## config.mk

```make
export PLATFORM = sky130hd
export DESIGN_NAME = sfp_pin_front
export DESIGN_NICKNAME = d
export VERILOG_FILES = /design/src/sfp_pkg.sv /design/src/sfp_stream_if.sv /design/src/sfp_addr_map.sv /design/src/sfp_fifo.sv /design/src/sfp_pin_front.sv
export VERILOG_INCLUDE_DIRS = /design/src
export SDC_FILE = /design/constraint.sdc
export NUM_CORES = 1
export LEC_CHECK = 0
export BUFFER_PORTS_ARGS = -buffer_cell sky130_fd_sc_hd__buf_2
export CORE_AREA = 8 8 110 112
export DETAILED_ROUTE_END_ITERATION = 6
export DIE_AREA = 0 0 118 120
export GPL_TIMING_DRIVEN = 1
export HOLD_SLACK_MARGIN = 0.12
export PLACE_DENSITY = 0.78
export SLEW_MARGIN = 40
export SYNTH_ARGS = -nofsm -noshare
export SYNTH_HDL_FRONTEND = slang
export SYNTH_HIERARCHICAL = 1
export SYNTH_SLANG_ARGS = --single-unit
```

## constraint.sdc

```tcl
create_clock -name mclk -period 2.8 [get_ports mclk]
set_input_delay 0.56 -clock mclk [delete_from_list [all_inputs] [get_ports mclk]]
set_output_delay 0.56 -clock mclk [all_outputs]
set_load 0.05 [all_outputs]
```

## src/sfp_map.svh

```systemverilog
// constants of the serial flash pin front end: address map fields, stream sizes
// assumes inclusion by bare name from every file that needs one of them
`ifndef SFP_MAP_SVH
`define SFP_MAP_SVH

// 24-bit array address, 8 MB space
`define SFP_ADDR_W 24
`define SFP_ADDR_MSB 22
// sector 4 KB, half block 32 KB, block 64 KB
`define SFP_SECTOR_LSB 12
`define SFP_HALF_LSB 15
`define SFP_BLOCK_LSB 16
`define SFP_SECTOR_W 11
`define SFP_HALF_W 8
`define SFP_BLOCK_W 7
// received data words and their queue
`define SFP_BYTE_W 8
`define SFP_FIFO_DEPTH 4
// pin synchroniser order inside the sampled vector
`define SFP_PIN_CS 5
`define SFP_PIN_SCLK 4
`define SFP_WP_LANE 2
`define SFP_HOLD_LANE 3
// lane masks for the three transfer widths
`define SFP_MASK_SINGLE 4'h2
`define SFP_MASK_DUAL 4'h3
`define SFP_MASK_QUAD 4'hf

`endif

```

## src/sfp_pkg.sv

```systemverilog
// types and small helpers of the serial flash pin front end
// assumes sfp_map.svh for lane masks
`include "sfp_map.svh"

package sfp_pkg;

    typedef enum logic [1:0] {LANE_SINGLE, LANE_DUAL, LANE_QUAD} sfp_lane_mode_e;
    typedef enum logic [1:0] {LNK_OFF, LNK_SEL, LNK_HOLD} sfp_link_state_e;

    // bits moved per clock edge for a transfer width
    function automatic logic [3:0] sfp_step(input sfp_lane_mode_e mode);
        case (mode)
            LANE_DUAL: sfp_step = 4'h2;
            LANE_QUAD: sfp_step = 4'h4;
            default: sfp_step = 4'h1;
        endcase
    endfunction : sfp_step

    // lanes that carry data for a width; quad needs the four-lane enable
    function automatic logic [3:0] sfp_mask(input sfp_lane_mode_e mode, input logic fourLane);
        case (mode)
            LANE_DUAL: sfp_mask = `SFP_MASK_DUAL;
            LANE_QUAD: sfp_mask = fourLane ? `SFP_MASK_QUAD : `SFP_MASK_DUAL;
            default: sfp_mask = `SFP_MASK_SINGLE;
        endcase
    endfunction : sfp_mask

endpackage : sfp_pkg

```

## src/sfp_stream_if.sv

```systemverilog
// byte stream with valid and ready between front end and its queue
// assumes both ends on the same clock
`timescale 1ns/10ps

interface sfp_stream_if #(parameter int WIDTH = 8);
    logic [WIDTH-1:0] data;
    logic valid;
    logic ready;
    modport src (output data, output valid, input ready);
    modport snk (input data, input valid, output ready);
endinterface : sfp_stream_if

```

## src/sfp_addr_map.sv

```systemverilog
// splits an array address into sector, half block and block numbers
// assumes a 24-bit address in an 8 MB array; purely combinational
`timescale 1ns/10ps
`include "sfp_map.svh"

module sfp_addr_map (
    input wire logic [`SFP_ADDR_W-1:0] addr, // array address
    output logic [`SFP_SECTOR_W-1:0] sectorIdx, // 4 KB sector number
    output logic [`SFP_HALF_W-1:0] halfIdx, // 32 KB half block number
    output logic [`SFP_BLOCK_W-1:0] blockIdx // 64 KB block number
);
    // bits above the 8 MB space are ignored so the map wraps
    assign sectorIdx = addr[`SFP_ADDR_MSB:`SFP_SECTOR_LSB];
    assign halfIdx = addr[`SFP_ADDR_MSB:`SFP_HALF_LSB];
    assign blockIdx = addr[`SFP_ADDR_MSB:`SFP_BLOCK_LSB];

endmodule : sfp_addr_map

```

## src/sfp_fifo.sv

```systemverilog
// small queue of received words; stream interface in, plain ports out
// assumes one clock and synchronous active-low reset
`timescale 1ns/10ps

module sfp_fifo #(
    parameter int WIDTH = 8,
    parameter int DEPTH = 4
) (
    input wire logic mclk, // clock
    input wire logic rst_n, // sync reset
    sfp_stream_if.snk inS, // filling side
    output logic [WIDTH-1:0] outData, // head word
    output logic outValid, // head valid
    input wire logic outReady // drain accepts
);
    localparam int AW = (DEPTH > 1) ? $clog2(DEPTH) : 1;

    initial begin
        if (DEPTH < 2 || (DEPTH & (DEPTH - 1)) != 0 || WIDTH < 1)
            $error("sfp_fifo: depth must be a power of two, at least 2");
    end

    logic [WIDTH-1:0] mem [DEPTH];
    logic [AW:0] wrPtr_q;
    logic [AW:0] rdPtr_q;

    wire full = (wrPtr_q[AW] != rdPtr_q[AW]) && (wrPtr_q[AW-1:0] == rdPtr_q[AW-1:0]);
    wire empty = (wrPtr_q == rdPtr_q);
    wire doWr = inS.valid && !full;
    wire doRd = outValid && outReady;

    assign inS.ready = !full;
    assign outValid = !empty;
    assign outData = mem[rdPtr_q[AW-1:0]];

    always_ff @(posedge mclk) begin
        if (doWr) mem[wrPtr_q[AW-1:0]] <= inS.data;
    end

    always_ff @(posedge mclk) begin
        if (!rst_n) begin
            wrPtr_q <= '0;
            rdPtr_q <= '0;
        end else begin
            if (doWr) wrPtr_q <= wrPtr_q + 1'b1;
            if (doRd) rdPtr_q <= rdPtr_q + 1'b1;
        end
    end

endmodule : sfp_fifo

```

## src/sfp_pin_front.sv

```systemverilog
// pin front end of a serial flash: select, power modes, lane sampling and drive,
// hold, hardware write protect and address map outputs
// assumes the instruction decoder outside sets laneMode and txPhase on mclk
`timescale 1ns/10ps
`include "sfp_map.svh"

// What this block does
// - select high: deselected, pins other than write protect ignored, every lane output enable off.
// - deselected and no internal operation running: standby mode.
// - select low enables the device and enters active mode.
// - nothing accepted until a select falling edge is seen after reset.
// - incoming bits are sampled on serial clock rising edges.
// - lane outputs change only after serial clock falling edges.
// - dual and quad widths turn lanes 0 and 1 bidirectional.
// - write-protect low with lock bits 0/1 rejects status writes.
// - same protection keeps the selected array region locked.
// - four-lane enable drops write protect; pin becomes lane 2.
// - hold works only without four-lane enable; else lane 3.
// - hold pauses the link only; internal operations continue.
// - hold enters on hold low while serial clock is low.
// - hold leaves on hold high while serial clock is low.
// - array is uniform 4 KB aligned sectors from address zero.
// - eight sectors form a half block, two form a 64 KB block.
// - 128 blocks and 2048 sectors fill the 8 MB space.
// - in hold the lanes float and clock and input are ignored.
// - deselect during hold resets the link state.
// - works with the serial clock idling low or high.
module sfp_pin_front #(
    parameter int DEPTH = `SFP_FIFO_DEPTH
) (
    input wire logic mclk, // 10 MHz system clock
    input wire logic rst_n, // sync reset, active low
    input wire logic csN, // chip select pin, active low
    input wire logic sclkPin, // serial clock pin
    input wire logic [3:0] laneLineIn, // lane0..3 pin levels
    output logic [3:0] laneLineOut, // lane0..3 drive values
    output logic [3:0] laneLineOe, // lane0..3 drive enables, high drives
    input wire sfp_pkg::sfp_lane_mode_e laneMode, // width of current phase
    input wire logic txPhase, // decoder: device drives read data
    input wire logic [`SFP_BYTE_W-1:0] txData, // next byte to send
    output logic txTake, // pulse: txData loaded
    output logic [`SFP_BYTE_W-1:0] rxData, // received byte
    output logic rxValid, // received byte valid
    input wire logic rxReady, // consumer takes byte
    output logic rxOverrun, // sticky: byte lost, cleared by select
    input wire logic busyOp, // internal program/erase/status write
    input wire logic srLockUpper, // status lock bit, upper
    input wire logic srLockLower, // status lock bit, lower
    input wire logic fourLaneEnable, // quad enable bit
    input wire logic regionProtected, // opAddr inside protected region
    input wire logic [`SFP_ADDR_W-1:0] opAddr, // address under operation
    output logic activeMode, // selected, active power
    output logic standby, // standby power
    output logic holdActive, // link paused
    output logic srWriteBlock, // status writes rejected
    output logic arrayLocked, // opAddr hardware locked
    output logic [`SFP_SECTOR_W-1:0] sectorIdx, // sector of opAddr
    output logic [`SFP_HALF_W-1:0] halfIdx, // half block of opAddr
    output logic [`SFP_BLOCK_W-1:0] blockIdx // block of opAddr
);
    initial begin
        if (DEPTH < 2) $error("sfp_pin_front: queue depth below 2");
    end

    ////////////////////////////////////////////////////////////////////////////
    // pin synchronisers; the first stage feeds only the second

    logic [5:0] sync1_q;
    logic [5:0] sync2_q;
    logic csPrev_q;
    logic sclkPrev_q;

    always_ff @(posedge mclk) begin
        if (!rst_n) begin
            // select stages reset low: a select held low through reset is no edge
            sync1_q <= 6'h0f;
            sync2_q <= 6'h0f;
            csPrev_q <= 1'b0;
            sclkPrev_q <= 1'b0;
        end else begin
            sync1_q <= {csN, sclkPin, laneLineIn};
            sync2_q <= sync1_q;
            csPrev_q <= sync2_q[`SFP_PIN_CS];
            sclkPrev_q <= sync2_q[`SFP_PIN_SCLK];
        end
    end

    wire csHigh = sync2_q[`SFP_PIN_CS];
    wire sclkLvl = sync2_q[`SFP_PIN_SCLK];
    wire [3:0] laneS = sync2_q[3:0];
    wire csFall = !csHigh && csPrev_q;
    // edges only, so either idle level of the clock is fine
    wire sclkRise = sclkLvl && !sclkPrev_q;
    wire sclkFall = !sclkLvl && sclkPrev_q;

    ////////////////////////////////////////////////////////////////////////////
    // select, power-up arming, hold state

    logic armed_q;
    sfp_pkg::sfp_link_state_e state_q;
    sfp_pkg::sfp_link_state_e state_d;

    // select counts only once a falling edge has been seen since reset
    wire selNow = !csHigh && (armed_q || csFall);
    // hold pin means hold only without four-lane enable
    wire holdReq = !fourLaneEnable && !laneS[`SFP_HOLD_LANE];
    wire inSel = (state_q == sfp_pkg::LNK_SEL);

    always_comb begin
        state_d = state_q;
        case (state_q)
            sfp_pkg::LNK_OFF: begin
                if (selNow) state_d = sfp_pkg::LNK_SEL;
            end
            sfp_pkg::LNK_SEL: begin
                if (!selNow) state_d = sfp_pkg::LNK_OFF;
                else if (holdReq && !sclkLvl) state_d = sfp_pkg::LNK_HOLD;
            end
            sfp_pkg::LNK_HOLD: begin
                if (!selNow) state_d = sfp_pkg::LNK_OFF;
                else if (!holdReq && !sclkLvl) state_d = sfp_pkg::LNK_SEL;
            end
            default: state_d = sfp_pkg::LNK_OFF;
        endcase
    end

    always_ff @(posedge mclk) begin
        if (!rst_n) begin
            armed_q <= 1'b0;
            state_q <= sfp_pkg::LNK_OFF;
        end else begin
            if (csFall) armed_q <= 1'b1;
            state_q <= state_d;
        end
    end

    ////////////////////////////////////////////////////////////////////////////
    // receive: bits in on rising edges, bytes into the queue

    logic [`SFP_BYTE_W-1:0] rxShift_q;
    logic [2:0] rxCnt_q;
    logic pendValid_q;
    logic [`SFP_BYTE_W-1:0] pendData_q;

    wire [3:0] step = sfp_pkg::sfp_step(laneMode);
    wire [3:0] rxSum = {1'b0, rxCnt_q} + step;
    // edges count only in the selected, non-hold state
    wire rxTake = inSel && sclkRise;
    wire [`SFP_BYTE_W-1:0] rxNext =
        (laneMode == sfp_pkg::LANE_QUAD) ? {rxShift_q[3:0], laneS} :
        (laneMode == sfp_pkg::LANE_DUAL) ? {rxShift_q[5:0], laneS[1:0]} :
        {rxShift_q[6:0], laneS[0]};
    wire byteDone = rxTake && rxSum[3];

    sfp_stream_if #(.WIDTH(`SFP_BYTE_W)) wrS ();
    assign wrS.data = pendData_q;
    assign wrS.valid = pendValid_q;
    wire pushed = pendValid_q && wrS.ready;

    always_ff @(posedge mclk) begin
        if (!rst_n || !inSel && state_q != sfp_pkg::LNK_HOLD) begin
            // deselect aborts a partial byte
            rxShift_q <= '0;
            rxCnt_q <= '0;
        end else if (rxTake) begin
            rxShift_q <= rxNext;
            rxCnt_q <= rxSum[2:0];
        end
    end

    // one-word holding stage; a full queue stalls it, a new byte then overwrites the held one
    always_ff @(posedge mclk) begin
        if (!rst_n) begin
            pendValid_q <= 1'b0;
            pendData_q <= '0;
            rxOverrun <= 1'b0;
        end else begin
            if (byteDone) begin
                pendValid_q <= 1'b1;
                pendData_q <= rxNext;
            end else if (pushed) begin
                pendValid_q <= 1'b0;
            end
            // a loss in the clearing cycle still sets the flag
            if (byteDone && pendValid_q && !wrS.ready) rxOverrun <= 1'b1;
            else if (csFall) rxOverrun <= 1'b0;
        end
    end

    sfp_fifo #(.WIDTH(`SFP_BYTE_W), .DEPTH(DEPTH)) u_fifo (
        .mclk(mclk),
        .rst_n(rst_n),
        .inS(wrS),
        .outData(rxData),
        .outValid(rxValid),
        .outReady(rxReady)
    );

    ////////////////////////////////////////////////////////////////////////////
    // transmit: lanes change right after falling edges

    logic [`SFP_BYTE_W-1:0] txShift_q;
    logic [2:0] txCnt_q;

    wire txEdge = inSel && txPhase && sclkFall;
    wire txLoad = (txCnt_q == 3'h0);
    wire [`SFP_BYTE_W-1:0] txBits = txLoad ? txData : txShift_q;
    wire [3:0] txSum = {1'b0, txCnt_q} + step;
    wire [3:0] laneMask = sfp_pkg::sfp_mask(laneMode, fourLaneEnable);
    wire [3:0] driveVal =
        (laneMode == sfp_pkg::LANE_QUAD) ? txBits[7:4] :
        (laneMode == sfp_pkg::LANE_DUAL) ? {2'b00, txBits[7:6]} :
        {2'b00, txBits[7], 1'b0};
    // drivers only in the selected state, never in hold or deselect
    wire [3:0] oeNext = (inSel && state_d == sfp_pkg::LNK_SEL && txPhase) ? laneMask : 4'h0;

    always_ff @(posedge mclk) begin
        if (!rst_n) begin
            txShift_q <= '0;
            txCnt_q <= '0;
            txTake <= 1'b0;
            laneLineOut <= 4'h0;
            laneLineOe <= 4'h0;
        end else begin
            txTake <= txEdge && txLoad;
            laneLineOe <= oeNext;
            if (state_q == sfp_pkg::LNK_OFF) begin
                txCnt_q <= '0;
            end else if (txEdge) begin
                laneLineOut <= driveVal & laneMask;
                txShift_q <= txBits << step;
                txCnt_q <= txSum[2:0];
            end
        end
    end

    ////////////////////////////////////////////////////////////////////////////
    // power, protection and address map outputs

    // four-lane enable turns the write-protect pin into lane 2
    wire hwLock = !fourLaneEnable && !laneS[`SFP_WP_LANE]
        && !srLockUpper && srLockLower;
    wire [`SFP_SECTOR_W-1:0] sectorW;
    wire [`SFP_HALF_W-1:0] halfW;
    wire [`SFP_BLOCK_W-1:0] blkW;

    sfp_addr_map u_map (
        .addr(opAddr),
        .sectorIdx(sectorW),
        .halfIdx(halfW),
        .blockIdx(blkW)
    );

    always_ff @(posedge mclk) begin
        if (!rst_n) begin
            activeMode <= 1'b0;
            standby <= 1'b1;
            holdActive <= 1'b0;
            srWriteBlock <= 1'b0;
            arrayLocked <= 1'b0;
            sectorIdx <= '0;
            halfIdx <= '0;
            blockIdx <= '0;
        end else begin
            activeMode <= selNow;
            // busyOp is untouched by hold and keeps standby off
            standby <= !selNow && !busyOp;
            holdActive <= (state_d == sfp_pkg::LNK_HOLD);
            srWriteBlock <= hwLock;
            arrayLocked <= hwLock && regionProtected;
            sectorIdx <= sectorW;
            halfIdx <= halfW;
            blockIdx <= blkW;
        end
    end
endmodule : sfp_pin_front

```

==> results.cfg, run 1 <==
[status]
status = completed

[sta]
worst_slew_pin_slew_ns = 0.809
fin_crit_ns = 2.56
drv_slew = 0
final.period_utilization = 0.913
tns_ns = 0
hold_viol_final = 0
fmax_mhz = 391
finalSetupViolations = 0
rsz0062_at_grt = false
fin_worst_skew_ns = 0.00897
max_slew_margin = 0.459

[cells_and_area]
final_cell_mix = 95 x dfxtp_1, 85 x buf_2, 46 x nand2_1
nFillCells = 830
diodes = 0
seq_area_um2 = 2860
final_common_cell = dfxtp_1
layout.cells.non_filler = 726
drive_above_1_share = 0.256
multi_input_area_um2 = 2310
area_delta_synth_final_pct = 14.7
nets = 641

[worst_setup_path]
startpoint_type = register
r2r-end = txShift_q[6]$_SDFFE_PN0P_
reg2reg_depth = 6
path_max_fanout = 8
criticalPathCategory = register to primary output
reg2reg_from = state_q[0]$_SDFF_PN0_
required_ns = 2.24
crit_arrival_ns = 2.00
end_kind = primary output
r2r_slack_ns = 0.63

[yosys]
ys_ff_latch = 127
syn_avg_cell_area_um2 = 11.0
netlist_area_um2 = 5600
async_flop_share = 0
ys_seq_area_frac = 0.511
synthFlopType = dfxtp_1
yosysWarningCount = 6
synth-edff-count = 32
netlist-cell-type-count = 66
syn_nets = 578
synthCells = 511

[routing]
wl_um = 11800
drc = 0
wl_met1_um = 4740
vias = 3941
ant_nets = 0
post_drt_wl_per_cell_um = 16.3
wl_met2_um = 6330
first_pass_iters = 4
drtIter0Drc = 195
via_per_inst = 5.43
highest_layer = met4
met3_length_um = 641

[power]
p_comb_frac = 0.113
powerDensity_nw_per_um2 = 675
internal_power_mw = 3.18
ir_drop_mv = 0.523
netSwitchingFraction = 0.266
p_clk_frac = 0.437
seqPwrFrac = 0.450
power_leakage_nw = 2.59
p_switching_mw = 1.16

[die]
ios = 99
start_util = 0.533
fp-row-count = 38
core_um2 = 10500
dieArea_um2 = 14200
fp.dieW_um = 118
die_y_um = 120

[placed_design]
dp.cells = 695
dp_hpwl_um = 8390
io_buffers = 85
gp_congestion = 0.860

[clocking]
numCtsBuffers = 17
cts.sink_count = 127
clk_latency_ns = 0.51
path_clk_slew_ns = 0.06
post-cts-setup-buffer-count = 0
h-tree-depth = 4
cts_hold_buffers = 0
clockRootBuffer = clkbuf_8
cts_tree = yes
cts_resized = 0
cts_buffer_depth = 2

[grt]
grt_pass1_wl_um = 19800
antenna_found_initial = 0
grt-ovfl-total = 0
grt_use_total = 0.173
grt_start_max_net_pins = 64
grt_pass1_vias = 4128

[job]
drv_cap = 0

[min_path]
whs_endpoint = standby$_SDFF_PN1_
holdPathStages = 2
min_path_type = input pin to register
min_from = busyOp
[metrics by stage]
| step | worst slack (ns) | power [mW] | hold slack (ns) | instance area (um2) | utilization |
|---|---|---|---|---|---|
| floorplan | 0.584 | 2.38 | 0.386 | 5600 | - |
| global placement | 0.364 | 2.47 | 0.409 | 5910 | 0.562 |
| detailed placement | 0.284 | 2.48 | 0.407 | 5910 | 0.562 |
| CTS | 0.162 | 4.37 | 0.204 | 6430 | 0.612 |
| global route | 0.129 | 4.49 | 0.206 | 6430 | 0.612 |
| finish | 0.245 | 4.34 | 0.224 | 6430 | 0.612 |
[layer usage]
metal / global-route usage / vias to the layer above
li1: - / 1908
met4: 0.0568 / 0
met2: 0.312 / 97
met1: 0.188 / 1928
met3: 0.0568 / 8
met5: 0 / -
[cell families after synthesis]
group,Yosys count,share of synthesized area
flops,127,0.511
mux,39,0.0992
fa+ha+maj,18,0.0429
simple gates,172,0.165
compound gates,81,0.0934
buf+inv,66,0.0766
xor+xnor,8,0.0125
[power groups by stage]
stage	registers, mW	logic, mW	clock network, mW
after global placement	1.99	0.483	0
after detailed placement	1.99	0.489	0
after floorplan	2.05	0.338	0
after CTS	1.96	0.492	1.93
after global routing	1.96	0.521	2.01
final	1.95	0.489	1.89
[worst max-delay path by stage]
stage,end,cells past startpoint
after global placement,pendData_q[3]$_SDFFE_PN0P_,10
after floorplan,txShift_q[2]$_SDFFE_PN0P_,7
after detailed placement,pendData_q[6]$_SDFFE_PN0P_,10
after CTS,rxData[6],2
final,rxData[6],2
after global routing,rxData[6],2
[synthesized netlist by cell type (10+ instances only)]
cell       n  area, um2
edfxtp_1  32        961
nand2b_1  11       68.8
and2_1    40        250
dfxtp_1   95       1900
mux4_2    10        225
a21oi_1   25        125
inv_1     14       52.6
o21ai_0   15       75.1
nand2_1   46        173
ha_1      16        200
clkbuf_1  10       37.5
mux2i_1   24        240
buf_4     28        210
nor2_1    28        105
[state kept, by name (all words and copies together), names as in the netlist, 6 cells and up, named ones only]
register and count:
u_fifo/mem 32, sync2_q 6, blockIdx 7, halfIdx 8
sync1_q 6, pendData_q 8, sectorIdx 11, rxShift_q 7
txShift_q 8
[area by class of cell]
class	count	area share
sequential	127	0.445
multi-input combinational	318	0.360
timing repair buffer	94	0.0767
clock buffer	18	0.0666
tap	140	0.0273
clock inverter	13	0.0142
inverter	16	0.0101
[critical path: stages (launching register included)]
cell and delay [ns]:
dfxtp_1 0.66, mux4_2 0.59, buf_2 0.23
Note: power is estimated with default switching activity, not from simulation.
==> run 2, diff against run 1 <==
--- a/config.mk
+++ b/config.mk
@@ -6,13 +6,14 @@
 export SDC_FILE = /design/constraint.sdc
 export NUM_CORES = 1
 export LEC_CHECK = 0
-export BUFFER_PORTS_ARGS = -buffer_cell sky130_fd_sc_hd__buf_2
 export CORE_AREA = 8 8 110 112
 export DETAILED_ROUTE_END_ITERATION = 6
 export DIE_AREA = 0 0 118 120
+export DONT_BUFFER_PORTS = 1
+export GPL_ROUTABILITY_DRIVEN = 0
 export GPL_TIMING_DRIVEN = 1
 export HOLD_SLACK_MARGIN = 0.12
-export PLACE_DENSITY = 0.78
+export PLACE_DENSITY = 0.7
 export SLEW_MARGIN = 40
 export SYNTH_ARGS = -nofsm -noshare
 export SYNTH_HDL_FRONTEND = slang
==> results.cfg, run 2 (synthesized netlist as in run 1, its figures left out) <==
[grt]
grt_start_max_net_pins = 57
grt_pass1_vias = 3544
grt_pass1_wl_um = 18300
use_met3 = 0.0568
antenna_found_initial = 0
grt-ovfl-total = 0
grt_busiest_layer = met2
grtUsageMet1 = 0.181
grt_use_total = 0.163
use_met2 = 0.272

[die]
dieArea_um2 = 14200
core_um2 = 10500
die_y_um = 120
fp-row-count = 38
start_util = 0.533
ios = 99
fp.dieW_um = 118

[cells_and_area]
largest_reg_flops = 32
final_common_cell = dfxtp_1
diodes = 0
drive_above_1_share = 0.127
fin_area_um2 = 6050
area_delta_synth_final_pct = 7.97
final_cell_mix = 95 x dfxtp_1, 46 x nand2_1, 40 x and2_1
nets = 557
nFillCells = 873

[worst_setup_path]
crit_path_cell_trace = xor2_1, nor2_1, nand2_1
crit_path_top_delay_cell = dfxtp_1
critPathMaxStageDelay_ns = 0.49
criticalPathCategory = register to primary output
crit_arrival_ns = 1.99
reg2reg_depth = 6
end_kind = primary output
startpoint_type = register
path_max_fanout = 7
required_ns = 2.24

[routing]
ant_nets = 0
via_per_inst = 5.57
drtIter0Drc = 176
post_drt_wl_per_cell_um = 17.5
drc = 0
wl_um = 11200
vias = 3584
first_pass_iters = 4

[sta]
hold_viol_final = 0
tns_ns = 0
fin_crit_ns = 2.55
fin_worst_skew_ns = 0.00687
rsz0062_at_grt = false
fmax_mhz = 393
max_slew_margin = 0.511
worst_slew_pin_slew_ns = 0.726
whs_ns = 0.155
finalSetupViolations = 0
final.period_utilization = 0.910
drv_slew = 0

[status]
status = completed

[clocking]
h-tree-depth = 4
clk_latency_ns = 0.51
cts.sink_count = 127
cts_resized = 0
cts_buffer_depth = 2
numCtsBuffers = 17
cts_tree = yes
path_clk_slew_ns = 0.06
clockRootBuffer = clkbuf_8

[power]
powerDensity_nw_per_um2 = 722
power_leakage_nw = 2.22
power.total_mw = 4.37
ir_drop_mv = 0.455

[min_path]
min_path_type = input pin to register
holdPathStages = 1

[placed_design]
place_area_um2 = 5470
dp_hpwl_um = 7790
io_buffers = 0

[job]
drv_cap = 0
## run 2: cell types whose count changed in the layout (fill, tap and decap cells not counted)
cell,delta
clkbuf_16,+1
clkinv_2,-2
dlygate4sd3_1,+3
buf_4,-2
inv_6,+4
clkinvlp_4,-1
clkinv_4,-1
buf_2,-85
## run 2: routing by layer
layer	routed length [um]	up-vias
met4	263	0
met5	0	-
met1	4600	1691
met2	5520	129
met3	853	22
li1	-	1742
## run 2: what timing repair did
| action | 4_1_cts | 5_1_grt |
|---|---|---|
| hold buffers | 3 | 0 |
| endpoints found under the hold margin | 9 | 0 |
| setup buffers | 0 | 0 |
| setup endpoints to repair | 0 | 0 |
## run 2: cell type report
class                           instances  area [um2]  area share
Sequential cell                       127        2860       0.473
Multi-Input combinational cell        318        2310       0.382
Clock buffer                           19         453      0.0749
Tap cell                              140         175      0.0290
Clock inverter                         13         100      0.0165
Timing Repair Buffer                   10        82.6      0.0137
Inverter                               16        65.1      0.0108
## run 2: per-stage QoR
stage                     setup slack [ns]  cells  utilization
after floorplan                      0.584    511            -
after global placement               0.500    608        0.520
after detailed placement             0.479    608        0.520
after CTS                            0.231    643        0.576
after global routing                0.0949    643        0.576
final                                0.253    643        0.576
## run 2: worst paths after layout
check / slack [ns] / from / to
setup reg to reg: 0.59 / state_q[0]$_SDFF_PN0_ / txShift_q[7]$_SDFFE_PN0P_
hold reg to reg: 0.41 / sync1_q[2]$_SDFF_PN1_ / sync2_q[2]$_SDFF_PN1_
hold / removal: 0.15 / laneLineIn[3] / sync1_q[3]$_SDFF_PN1_
setup / recovery: 0.25 / u_fifo/wrPtr_q[0]$_SDFFE_PN0P_ / rxValid
## run 2: power by group
group / switching, mW / leakage (nW) / internal, mW / total [mW]
Sequential: 0.120 / 1.05 / 1.91 / 2.03
Combinational: 0.208 / 0.897 / 0.124 / 0.332
Clock: 0.825 / 0.267 / 1.18 / 2.00
## run 2: critical path, delay by kind of cell (launching register included)
kind          cells  cell delay [ns]
simple gates      2             0.79
flops             1             0.49
xor+xnor          1             0.19
==> run 3, diff against run 2 <==
--- a/config.mk
+++ b/config.mk
@@ -6,14 +6,14 @@
 export SDC_FILE = /design/constraint.sdc
 export NUM_CORES = 1
 export LEC_CHECK = 0
+export BUFFER_PORTS_ARGS = -buffer_cell sky130_fd_sc_hd__buf_2
 export CORE_AREA = 8 8 110 112
 export DETAILED_ROUTE_END_ITERATION = 6
 export DIE_AREA = 0 0 118 120
-export DONT_BUFFER_PORTS = 1
 export GPL_ROUTABILITY_DRIVEN = 0
 export GPL_TIMING_DRIVEN = 1
 export HOLD_SLACK_MARGIN = 0.12
-export PLACE_DENSITY = 0.7
+export PLACE_DENSITY = 0.78
 export SLEW_MARGIN = 40
 export SYNTH_ARGS = -nofsm -noshare
 export SYNTH_HDL_FRONTEND = slang
==> results.cfg, run 3 (synthesized netlist as in run 1, its figures left out) <==
[status]
status = completed

[die]
fp.dieW_um = 118
dieArea_um2 = 14200
fp-row-count = 38
ios = 99
start_util = 0.533
core_um2 = 10500
die_y_um = 120

[worst_setup_path]
required_ns = 2.24
criticalPathCategory = register to primary output
r2r_slack_ns = 0.62
end_kind = primary output
reg2reg_from = state_q[0]$_SDFF_PN0_
startpoint_type = register
r2r-end = txShift_q[6]$_SDFFE_PN0P_
crit_arrival_ns = 1.96
path_max_fanout = 8
reg2reg_depth = 6

[clocking]
cts_resized = 0
clk_latency_ns = 0.52
post-cts-setup-buffer-count = 0
cts_tree = yes
cts_hold_buffers = 0
numCtsBuffers = 17
cts_buffer_depth = 2
cts.sink_count = 127
path_clk_slew_ns = 0.06
h-tree-depth = 4
clockRootBuffer = clkbuf_8

[job]
drv_cap = 0

[placed_design]
dp.cells = 695
place_area_um2 = 5910
dp_hpwl_um = 8010
io_buffers = 85

[cells_and_area]
largest_reg_flops = 32
final_common_cell = dfxtp_1
final_cell_mix = 95 x dfxtp_1, 85 x buf_2, 46 x nand2_1
fin_area_um2 = 6490
drive_above_1_share = 0.256
nFillCells = 828
nets = 641
area_delta_synth_final_pct = 15.9
layout.cells.non_filler = 728

[power]
netSwitchingFraction = 0.254
powerDensity_nw_per_um2 = 701
internal_power_mw = 3.40
p_comb_frac = 0.108
seqPwrFrac = 0.429
p_clk_frac = 0.463
power_leakage_nw = 2.61
ir_drop_mv = 0.495
p_switching_mw = 1.16

[sta]
finalSetupViolations = 0
final.period_utilization = 0.900
fin_crit_ns = 2.52
drv_slew = 0
fin_worst_skew_ns = 0.0106
worst_slew_pin_slew_ns = 0.792
fmax_mhz = 397
tns_ns = 0
max_slew_margin = 0.470
hold_viol_final = 0
rsz0062_at_grt = false

[min_path]
min_path_type = input pin to register
holdPathStages = 2
whs_endpoint = standby$_SDFF_PN1_
min_from = busyOp

[routing]
vias = 3928
via_per_inst = 5.40
ant_nets = 0
first_pass_iters = 5
drc = 0
wl_um = 11600
drtIter0Drc = 183
post_drt_wl_per_cell_um = 16.0

[grt]
grt_pass1_wl_um = 19200
grt_start_max_net_pins = 26
grt_pass1_vias = 4015
grt-ovfl-total = 0
antenna_found_initial = 1
grt_use_total = 0.167
==> run 3: changes by cell type in the layout (fill, tap and decap cells not counted), moves of 2 or more <==
cell           delta
buf_2            +85
inv_6             -5
dlygate4sd3_1     -3
buf_4             +2
bufinv_16         +2
clkinv_4          +2
==> run 3: layer usage <==
metal,track usage,up-vias,routed length (um)
li1,-,1907,-
met1,0.187,1866,4850
met2,0.287,135,5940
met3,0.0554,20,643
met4,0.0745,0,204
met5,0,-,0
==> run 3: critical path, stage by stage, from the launching register on <==
cell,delay (ns)
dfxtp_1,0.64
mux4_2,0.58
buf_2,0.23
==> run 3: how the worst max path moves through the flow <==
stage           startpoint                    endpoint  slack [ns]  depth (start not counted)
6_report          register                   rxData[2]        0.28                          2
3_3_place_gp   laneMode[0]  pendData_q[0]$_SDFFE_PN0P_        0.39                         10
2_1_floorplan  laneMode[0]   txShift_q[2]$_SDFFE_PN0P_        0.58                          7
5_1_grt           register                   rxData[3]        0.12                          2
3_5_place_dp   laneMode[0]  pendData_q[5]$_SDFFE_PN0P_        0.33                         10
4_1_cts           register                   rxData[2]        0.20                          2
==> run 3: power by group through the flow <==
stage | clock [mW] | combinational, mW | sequential, mW
5_1_grt | 2.23 | 0.523 | 1.96
3_3_place_gp | 0 | 0.483 | 1.99
6_report | 2.11 | 0.492 | 1.95
4_1_cts | 2.13 | 0.493 | 1.95
3_5_place_dp | 0 | 0.489 | 1.99
2_1_floorplan | 0 | 0.338 | 2.05
==> run 3: cell type report <==
type / count / area (um2) / share of cell area
diodes: 1 / 2.50 / 0.000386
clock buffers: 20 / 445 / 0.0686
clock inverters: 12 / 136 / 0.0210
inverters: 16 / 65.1 / 0.0100
multi-input cells: 318 / 2310 / 0.356
flip-flops and latches: 127 / 2860 / 0.441
well taps: 140 / 175 / 0.0270
repair buffers: 94 / 493 / 0.0759
==> run 3: stage by stage <==
stage	hold WS (ns)	setup WS [ns]	utilization	power, mW
6_report	0.223	0.280	0.618	4.55
5_1_grt	0.212	0.121	0.618	4.71
4_1_cts	0.202	0.200	0.618	4.58
3_5_place_dp	0.392	0.331	0.562	2.48
3_3_place_gp	0.402	0.385	0.562	2.47
2_1_floorplan	0.386	0.584	-	2.38
